<file path="src/tec_prot_pkg.sv">
package tec_prot_pkg;

   // clock rate in kHz, keeps cycle products inside 32 bits
   localparam int CLK_KHZ = 40000;

   // protection times as specified, in their own units
   localparam int T_CONFIRM_US = 100;
   localparam int T_HICCUP_MS = 15;
   localparam int T_DETECT_MS = 1;
   localparam int T_SD_WAIT_MS = 30;
   localparam int T_STRAP_MS = 20;
   localparam int T_SS_BASE_MS = 15;
   localparam int T_DISCH_MS = 1;

   // derived cycle counts (least times round up)
   localparam int CONFIRM_CYC = (T_CONFIRM_US * CLK_KHZ + 999) / 1000;
   localparam int HICCUP_CYC_DEF = T_HICCUP_MS * CLK_KHZ;
   localparam int DETECT_CYC_DEF = T_DETECT_MS * CLK_KHZ;
   localparam int SD_WAIT_CYC_DEF = T_SD_WAIT_MS * CLK_KHZ;
   localparam int STRAP_CYC_DEF = T_STRAP_MS * CLK_KHZ;
   localparam int SS_BASE_CYC_DEF = T_SS_BASE_MS * CLK_KHZ;
   localparam int DISCH_CYC_DEF = T_DISCH_MS * CLK_KHZ;

   // second ramp stage is 8/19 of the total ramp
   localparam logic [31:0] SS_SPLIT_NUM = 32'h0000_0008;
   localparam logic [31:0] SS_SPLIT_DEN = 32'h0000_0013;

   // register indices, byte address is four times the index
   localparam logic [3:0] REG_MAIN = 4'h0;
   localparam logic [3:0] REG_HEAT_I = 4'h1;
   localparam logic [3:0] REG_COOL_I = 4'h2;
   localparam logic [3:0] REG_HEAT_V = 4'h3;
   localparam logic [3:0] REG_COOL_V = 4'h4;
   localparam logic [3:0] REG_SEC = 4'h5;
   localparam logic [3:0] REG_LAST_RW = 4'h8;
   localparam logic [3:0] REG_STATUS = 4'h9;
   localparam logic [3:0] REG_ID = 4'ha;

   // field positions
   localparam int MAIN_ON_BIT = 7;
   localparam int MAIN_SS_LSB = 2;
   localparam int MAIN_REFRESH_BIT = 1;
   localparam int LIMIT_EN_BIT = 7;

   // reset values: host on, slowest soft-start
   localparam logic [7:0] MAIN_RST = 8'h8c;
   localparam logic [7:0] OTHER_RST = 8'h00;
   // arbitrary identification value
   localparam logic [7:0] ID_VALUE = 8'h5a;

   // bus target addresses selected by the strap
   localparam logic [6:0] ADDR_FLOAT = 7'h60;
   localparam logic [6:0] ADDR_PULLED = 7'h21;

   typedef enum logic [3:0] {
      ST_OFF = 4'b0000,
      ST_DISCH = 4'b0001,
      ST_SS1 = 4'b0010,
      ST_SS2 = 4'b0011,
      ST_RUN = 4'b0100,
      ST_HICCUP = 4'b0101,
      ST_DETECT = 4'b0110,
      ST_OVP = 4'b0111,
      ST_OTP = 4'b1000
   } state_t;

   // asynchronous pin and comparator inputs
   typedef struct packed {
      logic en_pin;
      logic shutdown_pin;
      logic addr_strap_low;
      logic lin_lim1;
      logic lin_lim2;
      logic sw_overcurrent;
      logic v_secondary_over;
      logic vol_above_04;
      logic vos_above_04;
      logic vin_over;
      logic vin_below_55;
      logic overtemp;
      logic temp_warn;
      logic i_heat_over;
      logic i_cool_over;
      logic v_heat_over;
      logic v_cool_over;
      logic heating;
      logic cooling;
      logic short_seen;
   } cmp_t;

   // limit settings handed to the analog comparators
   typedef struct packed {
      logic heat_current_limit_en;
      logic [5:0] heat_current_limit_level;
      logic cool_current_limit_en;
      logic [5:0] cool_current_limit_level;
      logic heat_voltage_limit_en;
      logic [5:0] heat_voltage_limit_level;
      logic cool_voltage_limit_en;
      logic [5:0] cool_voltage_limit_level;
      logic [1:0] linear_leg_heat_secondary_limit;
      logic [1:0] linear_leg_cool_secondary_limit;
      logic [1:0] switching_leg_heat_limit;
      logic [1:0] switching_leg_cool_limit;
   } limit_cfg_t;

   // power stage controls
   typedef struct packed {
      logic stage_en;
      logic discharge_en;
      logic regulate_low;
      logic ramp_common;
      logic ramp_split;
      logic hold_linear;
      logic limit_override;
   } stage_ctl_t;

endpackage : tec_prot_pkg

</file>
<file path="src/tec_driver_protection_control.sv">
`timescale 1ns/1ps
// Overview of operation
// - first linear limit: hold linear, limit switching
// - second linear limit: stage off, hiccup
// - switching overcurrent confirmed over 100 us
// - six-bit first current limit levels
// - each limit acts only when enabled
// - exceeded limit overrides analog control input
// - four-level secondary limits, 2-bit fields
// - three faults start the hiccup sequence
// - hiccup 15 ms off, repeat if high
// - 1 ms detection then soft-start or hiccup
// - supply over-voltage off, restart below 5.5V
// - over-temperature shutdown with automatic recovery
// - nine registers always reachable over bus
// - strap picks target address 0x60 or 0x21
// - strap sampled after 20 ms from power-up
// - soft-start 15/30/60/120 ms, default 120
// - refresh bit clears flags, self-clears
// - stage on only with bit and pins high
// - live direction field 10, 01, 00
// - limit flags set on rise, sticky
// - power good in ramp stage two and normal operation
// - temperature flags latch until refresh
// - soft-start discharges until both below 0.4V
// - 30 ms wait after shutdown pin high
module tec_driver_protection_control
   import tec_prot_pkg::*;
#(
   parameter int HICCUP_CYC = HICCUP_CYC_DEF,
   parameter int DETECT_CYC = DETECT_CYC_DEF,
   parameter int SD_WAIT_CYC = SD_WAIT_CYC_DEF,
   parameter int STRAP_CYC = STRAP_CYC_DEF,
   parameter int SS_BASE_CYC = SS_BASE_CYC_DEF,
   parameter int DISCH_CYC = DISCH_CYC_DEF
) (
   input wire logic pclk,
   input wire logic presetn,
   input wire logic psel,
   input wire logic penable,
   input wire logic pwrite,
   input wire logic [7:0] paddr,
   input wire logic [31:0] pwdata,
   output logic [31:0] prdata,
   output logic pready,
   output logic pslverr,
   input wire cmp_t pins,
   output limit_cfg_t limit_cfg,
   output stage_ctl_t stage_ctl,
   output logic [6:0] target_addr
);

   // synchroniser stages and edge history
   cmp_t s1_q; // first stage, read only by s2_q
   cmp_t s2_q; // synchronised pins
   cmp_t prev_q; // previous synchronised value
   // register file
   logic [7:0] cfg_q [0:8]; // writable registers
   logic refresh_q; // one-cycle flag clear pulse
   // sticky status flags
   logic voltage_limit_seen_q;
   logic current_limit_seen_q;
   logic ot_q;
   logic otw_q;
   // sequencer
   state_t state_q;
   state_t state_d;
   logic [31:0] tmr_q; // time spent in current state
   logic tmr_clr; // restart timer, state unchanged
   logic [12:0] conf_q; // overcurrent confirmation count
   logic [31:0] sd_cnt_q; // time since shutdown pin high
   logic [31:0] strap_cnt_q; // time since power-up
   logic strap_done_q; // strap captured
   // bus outputs
   logic [31:0] prdata_q;
   logic pready_q;
   logic pslverr_q;
   stage_ctl_t stage_q;
   logic [6:0] target_addr_q;
   // decoded helpers
   logic [3:0] idx;
   logic addr_ok;
   logic wr_en;
   logic run_ok;
   logic powered;
   logic confirm_done;
   logic fault_now;
   logic cur_lim;
   logic volt_lim;
   logic [1:0] mode;
   logic pgood;
   logic [31:0] ss_tot;
   logic [31:0] ss_two;
   logic [31:0] ss_one;
   logic [7:0] status_val;
   // total ramp time for a soft-start selection
   function automatic logic [31:0] ss_total(input logic [1:0] sel, input logic [31:0] base);
      ss_total = base << sel;
   endfunction : ss_total
   // true once a timer reaches its count
   function automatic logic reached(input logic [31:0] t, input logic [31:0] lim);
      reached = (t + 32'h0000_0001) >= lim;
   endfunction : reached
   // two-flop synchroniser for all pins
   always_ff @(posedge pclk or negedge presetn) begin
      if (!presetn) begin
         s1_q <= '0;
         s2_q <= '0;
         prev_q <= '0;
      end else begin
         s1_q <= pins;
         s2_q <= s1_q;
         prev_q <= s2_q;
      end
   end

   // address decode: word index, aligned, known register
   assign idx = paddr[5:2];
   always_comb begin
      if (paddr[7:6] != 2'b00 || paddr[1:0] != 2'b00) begin
         addr_ok = 1'b0; // outside the map
      end else if (idx <= REG_LAST_RW) begin
         addr_ok = 1'b1;
      end else if (idx == REG_STATUS || idx == REG_ID) begin
         addr_ok = 1'b1;
      end else begin
         addr_ok = 1'b0;
      end
   end

   // write takes effect at the access edge with pready high
   assign wr_en = psel && penable && pready_q && pwrite && addr_ok;
   // live status word
   assign status_val = {mode, voltage_limit_seen_q, current_limit_seen_q, pgood, 1'b0, ot_q, otw_q};
   // answer one cycle after setup: data, ready, error
   always_ff @(posedge pclk or negedge presetn) begin
      if (!presetn) begin
         prdata_q <= 32'h0000_0000;
         pready_q <= 1'b0;
         pslverr_q <= 1'b0;
      end else begin
         pready_q <= psel && !penable;
         pslverr_q <= psel && !penable && !addr_ok;
         if (psel && !penable) begin
            if (!addr_ok || pwrite) begin
               prdata_q <= 32'h0000_0000; // nothing to return
            end else if (idx == REG_STATUS) begin
               prdata_q <= {24'h00_0000, status_val};
            end else if (idx == REG_ID) begin
               prdata_q <= {24'h00_0000, ID_VALUE};
            end else begin
               prdata_q <= {24'h00_0000, cfg_q[idx]};
            end
         end
      end
   end

   // writable registers, reachable whatever the pins do
   always_ff @(posedge pclk or negedge presetn) begin
      if (!presetn) begin
         for (int i = 0; i <= 8; i++) begin
            cfg_q[i] <= (i == 0) ? MAIN_RST : OTHER_RST;
         end
      end else if (wr_en && idx <= REG_LAST_RW) begin
         cfg_q[idx] <= pwdata[7:0];
         if (idx == REG_MAIN) begin
            cfg_q[0][MAIN_REFRESH_BIT] <= 1'b0;
         end
      end
   end

   // refresh pulse from a write of one to the refresh bit
   always_ff @(posedge pclk or negedge presetn) begin
      if (!presetn) begin
         refresh_q <= 1'b0;
      end else begin
         refresh_q <= wr_en && idx == REG_MAIN && pwdata[MAIN_REFRESH_BIT];
      end
   end

   // limit settings straight from the registers
   assign limit_cfg.heat_current_limit_en = cfg_q[1][LIMIT_EN_BIT];
   assign limit_cfg.heat_current_limit_level = cfg_q[1][5:0];
   assign limit_cfg.cool_current_limit_en = cfg_q[2][LIMIT_EN_BIT];
   assign limit_cfg.cool_current_limit_level = cfg_q[2][5:0];
   assign limit_cfg.heat_voltage_limit_en = cfg_q[3][LIMIT_EN_BIT];
   assign limit_cfg.heat_voltage_limit_level = cfg_q[3][5:0];
   assign limit_cfg.cool_voltage_limit_en = cfg_q[4][LIMIT_EN_BIT];
   assign limit_cfg.cool_voltage_limit_level = cfg_q[4][5:0];
   assign limit_cfg.linear_leg_heat_secondary_limit = cfg_q[5][7:6];
   assign limit_cfg.linear_leg_cool_secondary_limit = cfg_q[5][5:4];
   assign limit_cfg.switching_leg_heat_limit = cfg_q[5][3:2];
   assign limit_cfg.switching_leg_cool_limit = cfg_q[5][1:0];

   // limit comparators gated by their enables
   assign cur_lim = (s2_q.i_heat_over && cfg_q[1][LIMIT_EN_BIT])
      || (s2_q.i_cool_over && cfg_q[2][LIMIT_EN_BIT]);
   assign volt_lim = (s2_q.v_heat_over && cfg_q[3][LIMIT_EN_BIT])
      || (s2_q.v_cool_over && cfg_q[4][LIMIT_EN_BIT]);
   // live direction: heating 10, cooling 01, boundary 00
   assign mode = {s2_q.heating && !s2_q.cooling, s2_q.cooling && !s2_q.heating};
   // power good only while ramp stage two or running
   assign pgood = (state_q == ST_SS2) || (state_q == ST_RUN);
   // sticky flags; a set in the refresh cycle wins
   always_ff @(posedge pclk or negedge presetn) begin
      if (!presetn) begin
         voltage_limit_seen_q <= 1'b0;
         current_limit_seen_q <= 1'b0;
         ot_q <= 1'b0;
         otw_q <= 1'b0;
      end else begin
         voltage_limit_seen_q <= (voltage_limit_seen_q && !refresh_q) || (volt_lim && !prev_voltage_limit_seen());
         current_limit_seen_q <= (current_limit_seen_q && !refresh_q) || (cur_lim && !prev_current_limit_seen());
         ot_q <= (ot_q && !refresh_q) || s2_q.overtemp;
         otw_q <= (otw_q && !refresh_q) || s2_q.temp_warn;
      end
   end

   // previous gated voltage limit, for rise detection
   function automatic logic prev_voltage_limit_seen();
      prev_voltage_limit_seen = (prev_q.v_heat_over && cfg_q[3][LIMIT_EN_BIT])
         || (prev_q.v_cool_over && cfg_q[4][LIMIT_EN_BIT]);
   endfunction : prev_voltage_limit_seen
   // previous gated current limit, for rise detection
   function automatic logic prev_current_limit_seen();
      prev_current_limit_seen = (prev_q.i_heat_over && cfg_q[1][LIMIT_EN_BIT])
         || (prev_q.i_cool_over && cfg_q[2][LIMIT_EN_BIT]);
   endfunction : prev_current_limit_seen
   // delay after shutdown pin rises; restarts when it falls
   always_ff @(posedge pclk or negedge presetn) begin
      if (!presetn) begin
         sd_cnt_q <= 32'h0000_0000;
      end else if (!s2_q.shutdown_pin) begin
         sd_cnt_q <= 32'h0000_0000;
      end else if (sd_cnt_q != 32'(SD_WAIT_CYC)) begin
         sd_cnt_q <= sd_cnt_q + 32'h0000_0001;
      end
   end

   // all three enables must be high, pin delay served
   assign run_ok = cfg_q[0][MAIN_ON_BIT] && s2_q.en_pin
      && (sd_cnt_q == 32'(SD_WAIT_CYC));
   // strap capture once the power-up delay has passed
   always_ff @(posedge pclk or negedge presetn) begin
      if (!presetn) begin
         strap_cnt_q <= 32'h0000_0000;
         strap_done_q <= 1'b0;
         target_addr_q <= ADDR_FLOAT;
      end else if (!strap_done_q) begin
         strap_cnt_q <= strap_cnt_q + 32'h0000_0001;
         if (reached(strap_cnt_q, 32'(STRAP_CYC))) begin
            strap_done_q <= 1'b1;
            target_addr_q <= s2_q.addr_strap_low ? ADDR_PULLED : ADDR_FLOAT;
         end
      end
   end

   // stage is driving in these states
   assign powered = (state_q == ST_SS1) || (state_q == ST_SS2)
      || (state_q == ST_RUN) || (state_q == ST_DETECT);
   // switching-leg overcurrent must persist over the window
   always_ff @(posedge pclk or negedge presetn) begin
      if (!presetn) begin
         conf_q <= 13'h0000;
      end else if (!powered || !s2_q.sw_overcurrent) begin
         conf_q <= 13'h0000; // cleared in time: resume
      end else if (!confirm_done) begin
         conf_q <= conf_q + 13'h0001;
      end
   end
   assign confirm_done = s2_q.sw_overcurrent && (conf_q == 13'(CONFIRM_CYC - 1));
   // faults that start hiccup
   assign fault_now = s2_q.lin_lim2 || s2_q.v_secondary_over || confirm_done;
   // soft-start stage lengths
   assign ss_tot = ss_total(cfg_q[0][MAIN_SS_LSB +: 2], 32'(SS_BASE_CYC));
   assign ss_two = (ss_tot * SS_SPLIT_NUM) / SS_SPLIT_DEN;
   assign ss_one = ss_tot - ss_two;
   // next state of the protection sequencer
   always_comb begin
      state_d = state_q;
      tmr_clr = 1'b0;
      if (!run_ok) begin
         state_d = ST_OFF;
      end else if (s2_q.overtemp) begin
         state_d = ST_OTP;
      end else if (s2_q.vin_over) begin
         state_d = ST_OVP;
      end else begin
         case (state_q)
            ST_OFF: begin
               state_d = ST_DISCH; // start with a discharge
            end
            ST_OTP: begin
               state_d = ST_DISCH;
            end
            ST_OVP: begin
               if (s2_q.vin_below_55) begin
                  state_d = ST_DISCH;
               end
            end
            ST_DISCH: begin
               if (reached(tmr_q, 32'(DISCH_CYC))) begin
                  if (!s2_q.vol_above_04 && !s2_q.vos_above_04) begin
                     state_d = ST_SS1;
                  end else begin
                     tmr_clr = 1'b1;
                  end
               end
            end
            ST_SS1: begin
               if (fault_now) begin
                  state_d = ST_HICCUP;
               end else if (reached(tmr_q, ss_one)) begin
                  state_d = ST_SS2;
               end
            end
            ST_SS2: begin
               if (fault_now) begin
                  state_d = ST_HICCUP;
               end else if (reached(tmr_q, ss_two)) begin
                  state_d = ST_RUN;
               end
            end
            ST_RUN: begin
               if (fault_now) begin
                  state_d = ST_HICCUP;
               end
            end
            ST_HICCUP: begin
               if (reached(tmr_q, 32'(HICCUP_CYC))) begin
                  if (s2_q.vol_above_04 || s2_q.vos_above_04) begin
                     tmr_clr = 1'b1;
                  end else begin
                     state_d = ST_DETECT;
                  end
               end
            end
            ST_DETECT: begin
               if (fault_now || s2_q.short_seen) begin
                  state_d = ST_HICCUP;
               end else if (reached(tmr_q, 32'(DETECT_CYC))) begin
                  state_d = ST_DISCH;
               end
            end
            default: begin
               state_d = ST_OFF;
            end
         endcase
      end
   end

   // sequencer state
   always_ff @(posedge pclk or negedge presetn) begin
      if (!presetn) begin
         state_q <= ST_OFF;
      end else begin
         state_q <= state_d;
      end
   end

   // one timer for every sequencer state interval, cleared on each state change and on tmr_clr
   always_ff @(posedge pclk or negedge presetn) begin
      if (!presetn) begin
         tmr_q <= 32'h0000_0000;
      end else if (state_d != state_q || tmr_clr) begin
         tmr_q <= 32'h0000_0000;
      end else begin
         tmr_q <= tmr_q + 32'h0000_0001;
      end
   end

   // power stage controls registered from the next state
   always_ff @(posedge pclk or negedge presetn) begin
      if (!presetn) begin
         stage_q <= '0;
      end else begin
         stage_q.stage_en <= (state_d == ST_SS1) || (state_d == ST_SS2)
            || (state_d == ST_RUN) || (state_d == ST_DETECT);
         stage_q.discharge_en <= (state_d == ST_OFF) || (state_d == ST_DISCH)
            || (state_d == ST_HICCUP) || (state_d == ST_OVP);
         stage_q.regulate_low <= state_d == ST_DETECT;
         stage_q.ramp_common <= state_d == ST_SS1;
         stage_q.ramp_split <= state_d == ST_SS2;
         stage_q.hold_linear <= s2_q.lin_lim1 && (state_d == ST_RUN || state_d == ST_SS2);
         stage_q.limit_override <= (cur_lim || volt_lim || s2_q.lin_lim1)
            && (state_d == ST_RUN || state_d == ST_SS2);
      end
   end

   // outputs straight from flops
   assign prdata = prdata_q;
   assign pready = pready_q;
   assign pslverr = pslverr_q;
   assign stage_ctl = stage_q;
   assign target_addr = target_addr_q;
endmodule : tec_driver_protection_control

</file>
<file path="config.mk">
export PLATFORM = sky130hd
export DESIGN_NAME = tec_driver_protection_control
export DESIGN_NICKNAME = d
export VERILOG_FILES = /design/src/tec_prot_pkg.sv /design/src/tec_driver_protection_control.sv
export SDC_FILE = /design/constraint.sdc
export NUM_CORES = 1
export LEC_CHECK = 0
export BUFFER_PORTS_ARGS = -buffer_cell sky130_fd_sc_hd__buf_2
export CAP_MARGIN = 20
export CORE_ASPECT_RATIO = 0.9
export CORE_MARGIN = 4
export CORE_UTILIZATION = 24
export DETAILED_ROUTE_END_ITERATION = 10
export SYNTH_ARGS = -nofsm -noshare
export SYNTH_HDL_FRONTEND = slang
export SYNTH_SLANG_ARGS = --single-unit
</file>
<file path="constraint.sdc">
create_clock -name pclk -period 4.7 [get_ports pclk]
set_input_delay 1.175 -clock pclk [delete_from_list [all_inputs] [get_ports pclk]]
set_output_delay 1.175 -clock pclk [all_outputs]
set_load 0.005 [all_outputs]
</file>
==> summary.md, run 1 <==
The multi-input combinational cells in the finished layout cover a total of 7686 um2. The share of flip-flops with an asynchronous set or reset after synthesis is 1.000. Period utilization: 0.9663. Using the TritonRoute via totals, the vias-per-cell ratio works out to 4.715.

The congestion estimate from routability-driven global placement came to 0.8744. The area share of the largest cell type after synthesis was 0.4249; the clock tree skew after final layout was 0.01401 ns. The maximum number of pins on one net before global-route repair is 103, and the number of max-slew violations in the final report is 0. The share of synthesized cell area in full adder, half adder and majority cells works out to 0.06884. For the total die area, the log shows 65380 um2. The initial core utilization was 0.2442; the vertical die dimension was 243.0 um. Fmax: 0.2202 GHz. The number of global-route vias before repair was 10.96k. The tools report the launching element type of the critical path as a register.

The flow ran to the end, and the final reports show no timing, DRC or antenna violations. The number of buffers added on ports was 95; the internal portion of total power was 3.825 mW. The compound-gate portion of the synthesized area was 0.09340.

The count of synthesis-stage warnings from yosys came out at 0. The first-pass GRT wire length came out at 60090 um. The clock tree root buffer cell was clkbuf_16. The number of buffers on the longest clock path was 3. The run gives 0.1107 as the total track usage.

Data required time at the worst endpoint: 5.13 ns. For the worst relative slew slack, the log shows 0.4585. TritonCTS built the clock tree.

Counting flops with a built-in enable in the synthesized netlist gives 0. The transition time at the pin with the least slew margin is 0.8122 ns. The clock input transition at the sequential cells of the worst setup and hold paths works out to 0.07 ns. The tools report the total CTS buffers as 29. Class of the tightest hold or removal check: register to register. The floorplan has 85 rows.

The final layout contains routed wiring with a total length of 36950 um. The largest fanout on the critical path is 5. The clock power share is 0.512. The most area-hungry cell type in the Yosys netlist is dfrtp_1.

The count of routing violations after the opening detailed-route iteration was 735; the horizontal extent of the die was 269.1 um. 149 I/O pins were placed. The logs give 0.032 for the logic gate share of total power and 0 for the total grt overflow. Counting the fill cells in the layout gives 6169. The share of synthesized area occupied by flip-flops and latches is 0.4321. The mapped netlist covers 14720 um2. The smallest clock period supported by the final layout is computed as 4.541 ns. The post-synthesis xor/xnor area fraction is 0.05830, and the number of routed nets with antenna violations is 0.

For the total setup violations reported at the end of the flow, the log shows 0. The global routing met2 resource utilization is 0.1773. Prior to clock tree synthesis, the placed netlist has a worst setup slack of -0.05532 ns. STA classifies the critical path endpoint as a register. The net switching power figure is 1.066 mW. The count of TritonRoute iterations in the first routing pass was 5; the fraction of power consumed by sequential logic was 0.456. The number of H-tree levels was 1; the global-route track usage on met1 was 0.1557.

The logs give 0.56 ns for the clock network latency to the later pin of the worst-skew pair and 0.02187 for the met3 capacity usage during global routing. Once detailed placement completed, the half-perimeter wirelength came to 26920 um. The analysis attributes to cell leakage a power of 7.974 nW. The post-synthesis mux area share was 0.09161.

The flip-flop and latch area was 6361 um2; the data arrival time of the worst path was 4.98 ns. The simple-gate share of the synthesized area works out to 0.1927. Once routing completed, OpenROAD measured the worst setup slack at 0.1586 ns. The number of antenna violations at the first check in global routing was 0; the area inside the core boundary was 60300 um2.

In this run the power density over the cells is 282.8 nW/um2. From synthesis to final layout, the design area changed by 17.46%. Across the run, the number of max-cap violations was 0. Across all layers, the routed design uses 10.99k vias. After detailed routing, the average wire length per cell comes to 15.86 um.

The fraction of layout instances using a drive strength above 1 was 0.2335; the total negative slack was 0 ns. The number of different library cells used by synthesis comes to 89. In this run, synthesis produced a sequential element count of 254. The number of design rule violations left after detail routing came out at 0. The number of hold-slack violations in the final timing report came out at 0. Clock tree synthesis found a total of 254 sinks.

The critical path is of the register to register type. The switching portion of total power is 0.2179. The layer flagged by global routing as most heavily used is met2.

The tools report the number of nets in the layout as 1670. The cell count after synthesis came out at 1418. The most used flip-flop cell after synthesis was dfrtp_1. After synthesis, the largest family of logic cells by area is simple AND/OR/NAND/NOR gates. Mean instance size in the synthesized netlist: 10.38 um2. In the post-synthesis netlist, the biggest area contributors are dfrtp_1 42%, ha_1 6.9%, mux2_2 5.9%, xnor2_1 3.7%, buf_4 3.5%. The tools report the worst supply voltage drop on vdd as 243.3 uV.
## synthesized netlist by cell type (10+ instances only)
cell type,n
a211oi_1,10
a21o_1,18
a21oi_1,39
a31oi_1,16
and2_1,40
and3_1,29
and4_1,11
buf_4,68
clkbuf_1,27
dfrtp_1,250
ha_1,81
inv_1,45
mux2_2,77
mux2i_1,11
mux4_2,16
nand2_1,99
nand3_1,61
nand4_1,30
nor2_1,96
nor2b_1,30
nor3_1,33
nor4_1,15
o21ai_0,44
or3_1,16
xnor2_1,63
xor2_1,35
## area by class of cell
| class | count | area share |
|---|---|---|
| Tap cell | 783 | 0.05665 |
| Clock inverter | 20 | 0.01729 |
| Timing Repair Buffer | 155 | 0.05911 |
| Sequential cell | 254 | 0.3678 |
| Antenna cell | 1 | 0.0001447 |
| Clock buffer | 33 | 0.04457 |
| Inverter | 46 | 0.009984 |
| Multi-Input combinational cell | 1038 | 0.4444 |
## power by group through the flow
| stage | Combinational, mW | Clock, mW | Sequential (mW) |
|---|---|---|---|
| 3_3_place_gp | 0.153 | 0 | 2.27 |
| 5_1_grt | 0.178 | 2.66 | 2.23 |
| 6_report | 0.155 | 2.51 | 2.23 |
| 3_5_place_dp | 0.156 | 0 | 2.27 |
| 4_1_cts | 0.156 | 2.57 | 2.23 |
| 2_1_floorplan | 0.0831 | 0 | 2.26 |
## metal layers
| metal | vias up | part of all wire |
|---|---|---|
| met5 | - | 0 |
| met4 | 0 | 0.016 |
| met3 | 44 | 0.054 |
| met2 | 256 | 0.46 |
| met1 | 5459 | 0.47 |
| li1 | 5226 | - |
## worst paths after layout
| kind | startpoint | depth (start not counted) | endpoint | slack, ns |
|---|---|---|---|---|
| min reg2reg | s1_q[0] | 0 | s2_q[0] | 0.34 |
| min in group asynchronous | presetn | 1 | limit_cfg[30] | 0.68 |
| min | s1_q[0] | 0 | s2_q[0] | 0.34 |
| max in group asynchronous | presetn | 2 | tmr_q[5] | 3.00 |
| max reg2reg | cfg_q[67] | 23 | stage_ctl[5] | 0.16 |
| max | cfg_q[67] | 23 | stage_ctl[5] | 0.16 |
## flip-flops by register name, summed over array words and instances (netlist names)
signal and flops:
otw_q 1, pslverr 1, conf_q 13, limit_cfg 36
tmr_q 32, prev_q 4, s2_q 20, stage_ctl 7
s1_q 20, target_addr 2, current_limit_seen_q 1, strap_done_q 1
prdata 8, strap_cnt_q 32, sd_cnt_q 32, ot_q 1
pready 1, voltage_limit_seen_q 1, cfg_q 36, state_q 4
refresh_q 1
## what timing repair did
| action | 4_1_cts | 5_1_grt |
|---|---|---|
| pin swaps | 3 | 20 |
| endpoints found under the hold margin | 0 | 0 |
| hold buffers | 0 | 0 |
| endpoints found under the setup margin | 36 | 39 |
| buffers inserted | 1 | 10 |
| gates cloned | 1 | 1 |
| resized for setup | 6 | 30 |
## critical path, stage by stage, from the launching register on
cell and delay [ns]:
dfstp_2 0.58, inv_2 0.07, ha_4 0.29, inv_1 0.06, ha_2 0.19, a211oi_2 0.20, o211ai_1 0.17, buf_4 0.17
buf_4 0.12, nand2_1 0.05, o21ai_1 0.06, o2111ai_1 0.10, a21oi_1 0.12, ha_1 0.33, and4_4 0.24, o211ai_1 0.09
o211ai_1 0.33, nand2_1 0.09, nand4_1 0.15, and3_4 0.23, buf_4 0.12, nand3_2 0.11, or2_4 0.29, a31o_4 0.27
## cells in the final DEF, fill, tap and decap left out, types with 5 or more instances in the layout
| cell type | count |
|---|---|
| clkinv_2 | 6 |
| or4_1 | 6 |
| nor2_1 | 94 |
| or3_1 | 16 |
| and2_1 | 40 |
| buf_4 | 52 |
| mux2i_1 | 11 |
| ha_2 | 5 |
| clkbuf_16 | 30 |
| and4_1 | 9 |
| o21ai_0 | 43 |
| xor2_1 | 35 |
| buf_2 | 94 |
| a21oi_1 | 37 |
| nor2b_1 | 29 |
| xnor2_1 | 63 |
| dfrtp_1 | 250 |
| nor3_1 | 32 |
| nor4_1 | 14 |
| ha_1 | 75 |
| nand4_1 | 30 |
| a31oi_1 | 16 |
| o211ai_1 | 8 |
| nand2b_1 | 9 |
| mux2_2 | 77 |
| mux4_2 | 16 |
| o31ai_1 | 7 |
| inv_1 | 42 |
| o311ai_0 | 5 |
| a21o_1 | 18 |
| nand3_1 | 60 |
| and3_1 | 28 |
| nand2_1 | 99 |
| conb_1 | 35 |
| a2111oi_0 | 5 |
| nor4b_1 | 6 |
| a211oi_1 | 7 |
| bufinv_16 | 7 |
## through the flow
step           power (mW)  hold WS, ns  instance area (um2)  std cells  utilization
2_1_floorplan       2.345       0.3312                14850       1451            -
3_3_place_gp        2.422       0.3336                15940       2263       0.2644
3_5_place_dp        2.426       0.3355                15940       2263       0.2644
4_1_cts             4.960       0.3423                17100       2318       0.2835
5_1_grt             5.069       0.3529                17290       2329       0.2868
6_report            4.891       0.3433                17290       2330       0.2868
## cells by family (layout without fill, tap and decap cells)
group / after synthesis / count (layout)
DFF: 254 / 254
xor gates and xnor gates: 98 / 98
buffers and inverters: 159 / 254
adders and majority gates: 81 / 81
and+or+nand+nor: 518 / 518
muxes: 105 / 105
other: 2 / 36
AOI/OAI and AO/OA: 201 / 201
No activity file was read; power rests on OpenSTA's default activity.
==> run 2, diff against run 1 <==
- CELL_PAD_IN_SITES_DETAIL_PLACEMENT: default -> 0
- CELL_PAD_IN_SITES_GLOBAL_PLACEMENT: default -> 1
- PLACE_DENSITY_LB_ADDON: default -> 0.1
==> run 2 against run 1 <==
Cell area is 1.3% higher. Routed wire length rose by 14%. Register-to-register slack improved by 0.07 ns. Sequential cell count stayed put. Via count down 1.4%. Setup slack better by 0.070 ns. Clock power is 5% higher. Clock-buffer cell count increased by 19. Total power increased by 2.8%. Critical endpoint is now tmr_q[9]. Largest power group unchanged. Highest routed layer unchanged.
==> summary.md, run 2 (synthesis gave the netlist of run 1 again) <==
For the clock net sink count, the log shows 254. The clock network latency to the later pin of the worst-skew pair is 0.54 ns. The final layout contains 1700 nets.

Setup violations remaining at the end of the flow were counted as 0. In this run the tool buffered the top-level ports with 95 buffer cells. The clock passes through at most 3 buffers. The row count was 85; the final critical-path required period was 4.472 ns. The fmax was 0.2236 GHz. For the initial core utilization, the log shows 0.2442. Detailed placement finished with a half-perimeter wire length of 30300 um.

Clock input transition at the sequential cells of the worst setup and hold paths: 0.05 ns. The floorplan step defined a die boundary enclosing 65380 um2. From bottom edge to top edge, the die measures 243.0 um. Maximum number of pins on one net before global-route repair: 90. Compared with the post-synthesis result, the final layout area differs by 18.99%.

The register-to-register path setup slack was 0.23 ns. Measured along the x axis, the die boundary spans 269.1 um. Summed over all cells, the static leakage comes to 8.125 nW. The run gives 0.4420 as the worst relative slew slack. For the number of hold-slack violations in the final timing report, the log shows 0.

In this run the worst path has a maximum fanout of 8. The final layout contains routed wiring with a total length of 42310 um. Hold repair after CTS inserted 0 buffers.

The run gives 10.83k as the via count of the routed design. TritonCTS built the clock tree. In this run the power density over the cells is 287.1 nW/um2.

The first-pass GRT wire length is 66720 um, and the count of max-cap constraint violations is 0. The fraction of layout instances using a drive strength above 1 is 0.2407. In this run the power spent charging and discharging nets is 1.177 mW. The data required time at the worst endpoint was 5.13 ns. The wire length per cell after detailed routing is 17.91 um, and the clock tree skew after final layout is 0.02472 ns. 149 I/O pins were placed.

The run gives 0 as the number of max-slew violations in the final report. The library cell used most frequently in the layout, excluding fill and tap cells, is dfrtp_1. Routability-driven placement finished with a final weighted congestion of 0.7720. In this run, CTS created clock tree buffers numbering 35. The number of design rule violations left after detail routing is 0, and the routed via count divided by cell count is 4.584. STA classifies the critical path endpoint as a register.

Launching element type of the critical path: a register. For the number of global-route vias before repair, the log shows 10.97k. The buffering stage count on the worst path with inverters included was 5. The total negative slack was 0 ns. The period utilization works out to 0.9514.

In this run the cell area measured after placement is 16140 um2. The number of inserted diodes was 0; the fraction of power consumed by sequential logic was 0.444. The number of routed nets with antenna violations is 0, and the count of routing violations after the opening detailed-route iteration is 578. For the pin with the worst max-slew slack, the measured transition is 0.8370 ns. Internal power comes to 3.853 mW.

In the layout the commonest cells are 250 x dfrtp_1, 99 x nand2_1, 95 x nor2_1. The region available for standard cell placement spans 60300 um2. The switching portion of total power is 0.2340.

The maximum single-stage delay on the critical path was 0.54 ns. Summing all non-filler instances in the final layout gives an area of 17520 um2. The run gives 0.033 as the logic gate share of total power. For the number of antenna violations at the first check in global routing, the log shows 0. The run gives 0.1294 as the total track usage. The pre-antenna-repair detailed-routing pass consisted of 4 iterations. IR analysis of the VDD net gives a maximum drop of 215.6 uV. The run finished with clean final reports.

Number of H-tree levels: 2. The class of the tightest hold or removal check was register to register. The data arrival time of the worst path is 4.90 ns, and the clock power share is 0.524. In this run the clock root is driven by a clkbuf_16. The layout has 6309 filler cells. By startpoint and endpoint, the worst setup path is classified as register to register. Category of cells accounting for the largest share of critical-path delay: compound AO/OA/AOI/OAI gates. Cell type of the slowest stage on the worst timing path: dfstp_2. The total grt overflow is 0.
## run 2: power by group through the flow
stage / Sequential [mW] / Clock [mW] / Combinational [mW]
3_3_place_gp: 2.27 / 0 / 0.168
2_1_floorplan: 2.26 / 0 / 0.0831
6_report: 2.23 / 2.63 / 0.163
5_1_grt: 2.23 / 2.84 / 0.189
3_5_place_dp: 2.27 / 0 / 0.168
4_1_cts: 2.23 / 2.76 / 0.169
## run 2: final timing paths
kind,from,end,cells after the start
max reg2reg,cfg_q[67],tmr_q[9],25
max in group asynchronous,presetn,cfg_q[66],2
max,cfg_q[67],tmr_q[9],25
min in group asynchronous,presetn,tmr_q[19],1
min,s1_q[1],s2_q[1],0
min reg2reg,s1_q[1],s2_q[1],0
## run 2: repair_timing
item / CTS / global route
hold endpoints to repair: 0 / 0
pin swaps: 2 / 17
gates cloned: 1 / 1
setup endpoints to repair: 33 / 36
resized for setup: 10 / 24
buffers inserted: 0 / 8
## run 2: worst reg2reg max path, cell delays in order (launching register included)
cell       delay (ns)
dfstp_2          0.54
inv_1            0.08
buf_4            0.17
ha_1             0.21
inv_2            0.08
ha_2             0.19
nor2b_4          0.17
nor3_2           0.05
o21bai_1         0.18
a21oi_1          0.06
o2bb2ai_1        0.18
o2111ai_2        0.15
a21oi_2          0.19
ha_1             0.26
and4_4           0.20
a21oi_2          0.13
o211a_1          0.15
o211ai_1         0.08
buf_4            0.18
nand2_1          0.06
nand4_1          0.11
and3_4           0.21
a211oi_2         0.22
nand4bb_4        0.28
clkbuf_16        0.21
nor2_1           0.05
## run 2: layout make-up
| cell class | count | area, um2 | share of cell area |
|---|---|---|---|
| clock buffers | 52 | 999.7 | 0.05706 |
| clock inverters | 10 | 127.6 | 0.007285 |
| inverters | 46 | 172.7 | 0.009856 |
| multi-input cells | 1038 | 7700 | 0.4395 |
| flip-flops and latches | 254 | 6361 | 0.3631 |
| well taps | 783 | 979.7 | 0.05592 |
| repair buffers | 179 | 1179 | 0.06728 |
## run 2: per-layer routing
metal  routed length, um  GRT usage  vias to the layer above  share of wire
met5                   0          0                        -              0
met3                1289    0.02147                       47          0.030
met2               18720     0.1943                      131           0.44
met1               21510     0.1933                     5380           0.51
li1                    -          -                     5269              -
met4                 789    0.03136                        0          0.019
## run 2: per-stage QoR
step	power [mW]	util	setup WS, ns	hold slack (ns)	std cells
after floorplan	2.345	-	0.3613	0.3312	1451
after global placement	2.439	0.2677	-0.06578	0.3335	2290
after detailed placement	2.439	0.2677	-0.06433	0.3347	2290
after CTS	5.161	0.2880	0.01578	0.3332	2353
after global routing	5.263	0.2905	-0.04586	0.3460	2362
final	5.030	0.2905	0.2282	0.3337	2362
==> run 3, diff against run 2 <==
- CORE_MARGIN: 4 -> 1.5
==> run 3 against run 2 <==
Routed wire length rose by 0.32%. Sequential power is essentially flat. Sequential share of layout area fell by 0.12 points. Critical path depth is the same. Clock power about the same. Clock skew shrank 0.014 ns. Non-clock buffer count fell by 5.
==> summary.md, run 3 (synthesis gave the netlist of run 1 again) <==
The synthesis-to-finish area growth was 19.39%; the total CTS buffers was 31. CTS saw 254 sinks. The tools report the final design utilization as 0.2920. The period utilization is 0.9668, and the internal portion of total power is 3.893 mW. The tools report the layout filler cell count as 6313. The number of buffers added on ports is 95. Largest fanout on the critical path: 8.

The wire-length estimate of the detail-placed layout is 30060 um. The flow ran to the end, and the final reports show no timing, DRC or antenna violations. Summing all placed instances gives a cell area of 16110 um2. Entering global routing, the biggest net connects 82 pins. In this design, the stage delay of the slowest critical-path cell is 0.56 ns. The tools report the count of TritonRoute iterations in the first routing pass as 5. The first global-routing pass estimated 66850 um of wire. The library cell used most frequently in the layout, excluding fill and tap cells, is dfrtp_1. The die covers 62840 um2.

The clock power share is 0.525. For the net switching power figure, the log shows 1.157 mW. The via count of the routed design came out at 10.83k.

The switching portion of total power came out at 0.2290. The fraction of layout instances using a drive strength above 1 is 0.2490, and the vertical die dimension is 238.0 um. The run gives 10.94k as the number of global-route vias before repair. The setup path with the least slack is of type register to register.

The number of max-slew violations in the final report was 0; the number of inserted diodes was 0. Routability-driven placement finished with a final weighted congestion of 0.7430. The worst relative slew slack is 0.3474.

The worst setup path is launched from a register. The worst setup path is captured at a register. After layout, the worst setup slack is 0.1561 ns. The number of design rule violations left after detail routing was 0. Worst supply voltage drop on vdd: 291.3 uV.

The fmax is 0.2201 GHz, and the horizontal extent of the die is 264.1 um. Final critical-path required period: 4.544 ns. Global routing finished with a remaining overflow of 0.

Counting tap cells, the placed design contains a total of 2286 instances. The buffering stage count on the worst path with inverters included works out to 5. The clock passes through at most 3 buffers.

For the count of routing violations after the opening detailed-route iteration, the log shows 632. TritonCTS built the clock tree. Leaving out fill and tap cells, the most frequent cells in the layout are 250 x dfrtp_1, 99 x nand2_1, 94 x nor2_1, 94 x buf_2, 77 x mux2_2. In the routed layout, each cell is associated on average with a via count of 4.603. In this run, post-CTS hold repair placed 0 buffers. Summed over all failing endpoints, the final setup total negative slack is 0 ns.

Setup violations remaining at the end of the flow were counted as 0. Clock latency on the worst-skew pair, taken at its later pin, is 0.59 ns. Clock tree root buffer cell: clkbuf_16. After clock tree synthesis, the clock-pin slew on the worst setup and hold paths is 0.06 ns. In this run the standard cell core region covers 60200 um2. Data on the critical path arrives at its endpoint at 5.01 ns. The tools report the row count as 85. The wire length per cell after detailed routing was 18.04 um. Class of the tightest hold or removal check: register to register. At the placement stage, the worst setup path has a slack of -0.02757 ns.

The category of cells accounting for the largest share of critical-path delay was compound AO/OA/AOI/OAI gates. For the final database, setup skew stands at 0.01115 ns. The data required time at the worst endpoint is 5.17 ns.

For this design the ratio of total power to cell area is 287.3 nW/um2. The count of max-cap constraint violations was 0; the number of antenna violations at the first check in global routing was 0. In the final design database the tool counted 1691 nets. On the final layout, the worst hold slack is 0.3473 ns. For the number of hold-slack violations in the final timing report, the log shows 0.

After routing the design area is 17580 um2. The cell type of the slowest stage on the worst timing path is dfstp_2. The number of H-tree levels was 1; the final cell count without fillers was 2353.

The top-level port count was 149; the fraction of power consumed by sequential logic was 0.442. The routed design has 42450 um of wire. The count of nets left with antenna violations once routing finished came out at 0. The run gives 0.1352 as the total track usage. The total power of the final layout is 5.050 mW, and the logic gate share of total power is 0.033.

For the pin with the worst max-slew slack, the measured transition is 0.9715 ns. The initial core utilization is 0.2446, and the static power due to leakage is 8.114 nW.
[run 3: what timing repair did]
action	in CTS	in global routing
endpoints found under the setup margin	34	39
resized for setup	12	42
buffers inserted	1	5
pin swaps	5	24
gates cloned	1	2
[run 3: final timing paths]
path	from	to	slack, ns	depth (start not counted)
worst max-delay path	cfg_q[67]	tmr_q[20]	0.16	25
worst min-delay path	s1_q[18]	s2_q[18]	0.35	0
worst max register to register	cfg_q[67]	tmr_q[20]	0.16	25
worst min register to register	s1_q[18]	s2_q[18]	0.35	0
max in group asynchronous	presetn	cfg_q[68]	3.12	2
min in group asynchronous	presetn	tmr_q[9]	0.62	1
[run 3: layer usage]
metal  part of all wire  track usage  wire, um
met1               0.52       0.2076     22210
met2               0.43       0.2015     18310
met3              0.029      0.01734      1244
met4              0.016      0.02508       680
met5                  0            0         0
[run 3: power by group through the flow]
stage               registers (mW)  clock network (mW)  logic (mW)
floorplan                     2.26                   0      0.0831
global placement              2.27                   0       0.170
detailed placement            2.27                   0       0.170
CTS                           2.23                2.77       0.172
global route                  2.23                2.86       0.191
finish                        2.23                2.65       0.166
[run 3: worst reg2reg max path, cell delays in order, from the launching register on]
cell and delay [ns]:
dfstp_2 0.56, inv_2 0.06, buf_4 0.17, ha_1 0.21, inv_2 0.09, ha_2 0.20
nor2b_4 0.17, nor3_2 0.06, o21bai_2 0.16, a21oi_2 0.04, o2bb2ai_1 0.14, o2111ai_1 0.14
a21oi_1 0.22, ha_1 0.28, and4_4 0.17, a21oi_2 0.12, o211a_1 0.15, o211ai_1 0.09
buf_4 0.18, nand2_1 0.07, nand4_1 0.13, and3_4 0.24, a211oi_2 0.19, nand4bb_4 0.31
clkbuf_16 0.23, a21oi_1 0.05
[run 3: cell type report]
cell class,count,area [um2],area share
sequential,254,6361,0.3619
tap,783,979.7,0.05573
inverter,46,172.7,0.009823
clock buffer,45,918.4,0.05225
multi-input combinational,1038,7764,0.4417
clock inverter,13,216.5,0.01231
timing repair buffer,174,1166,0.06634
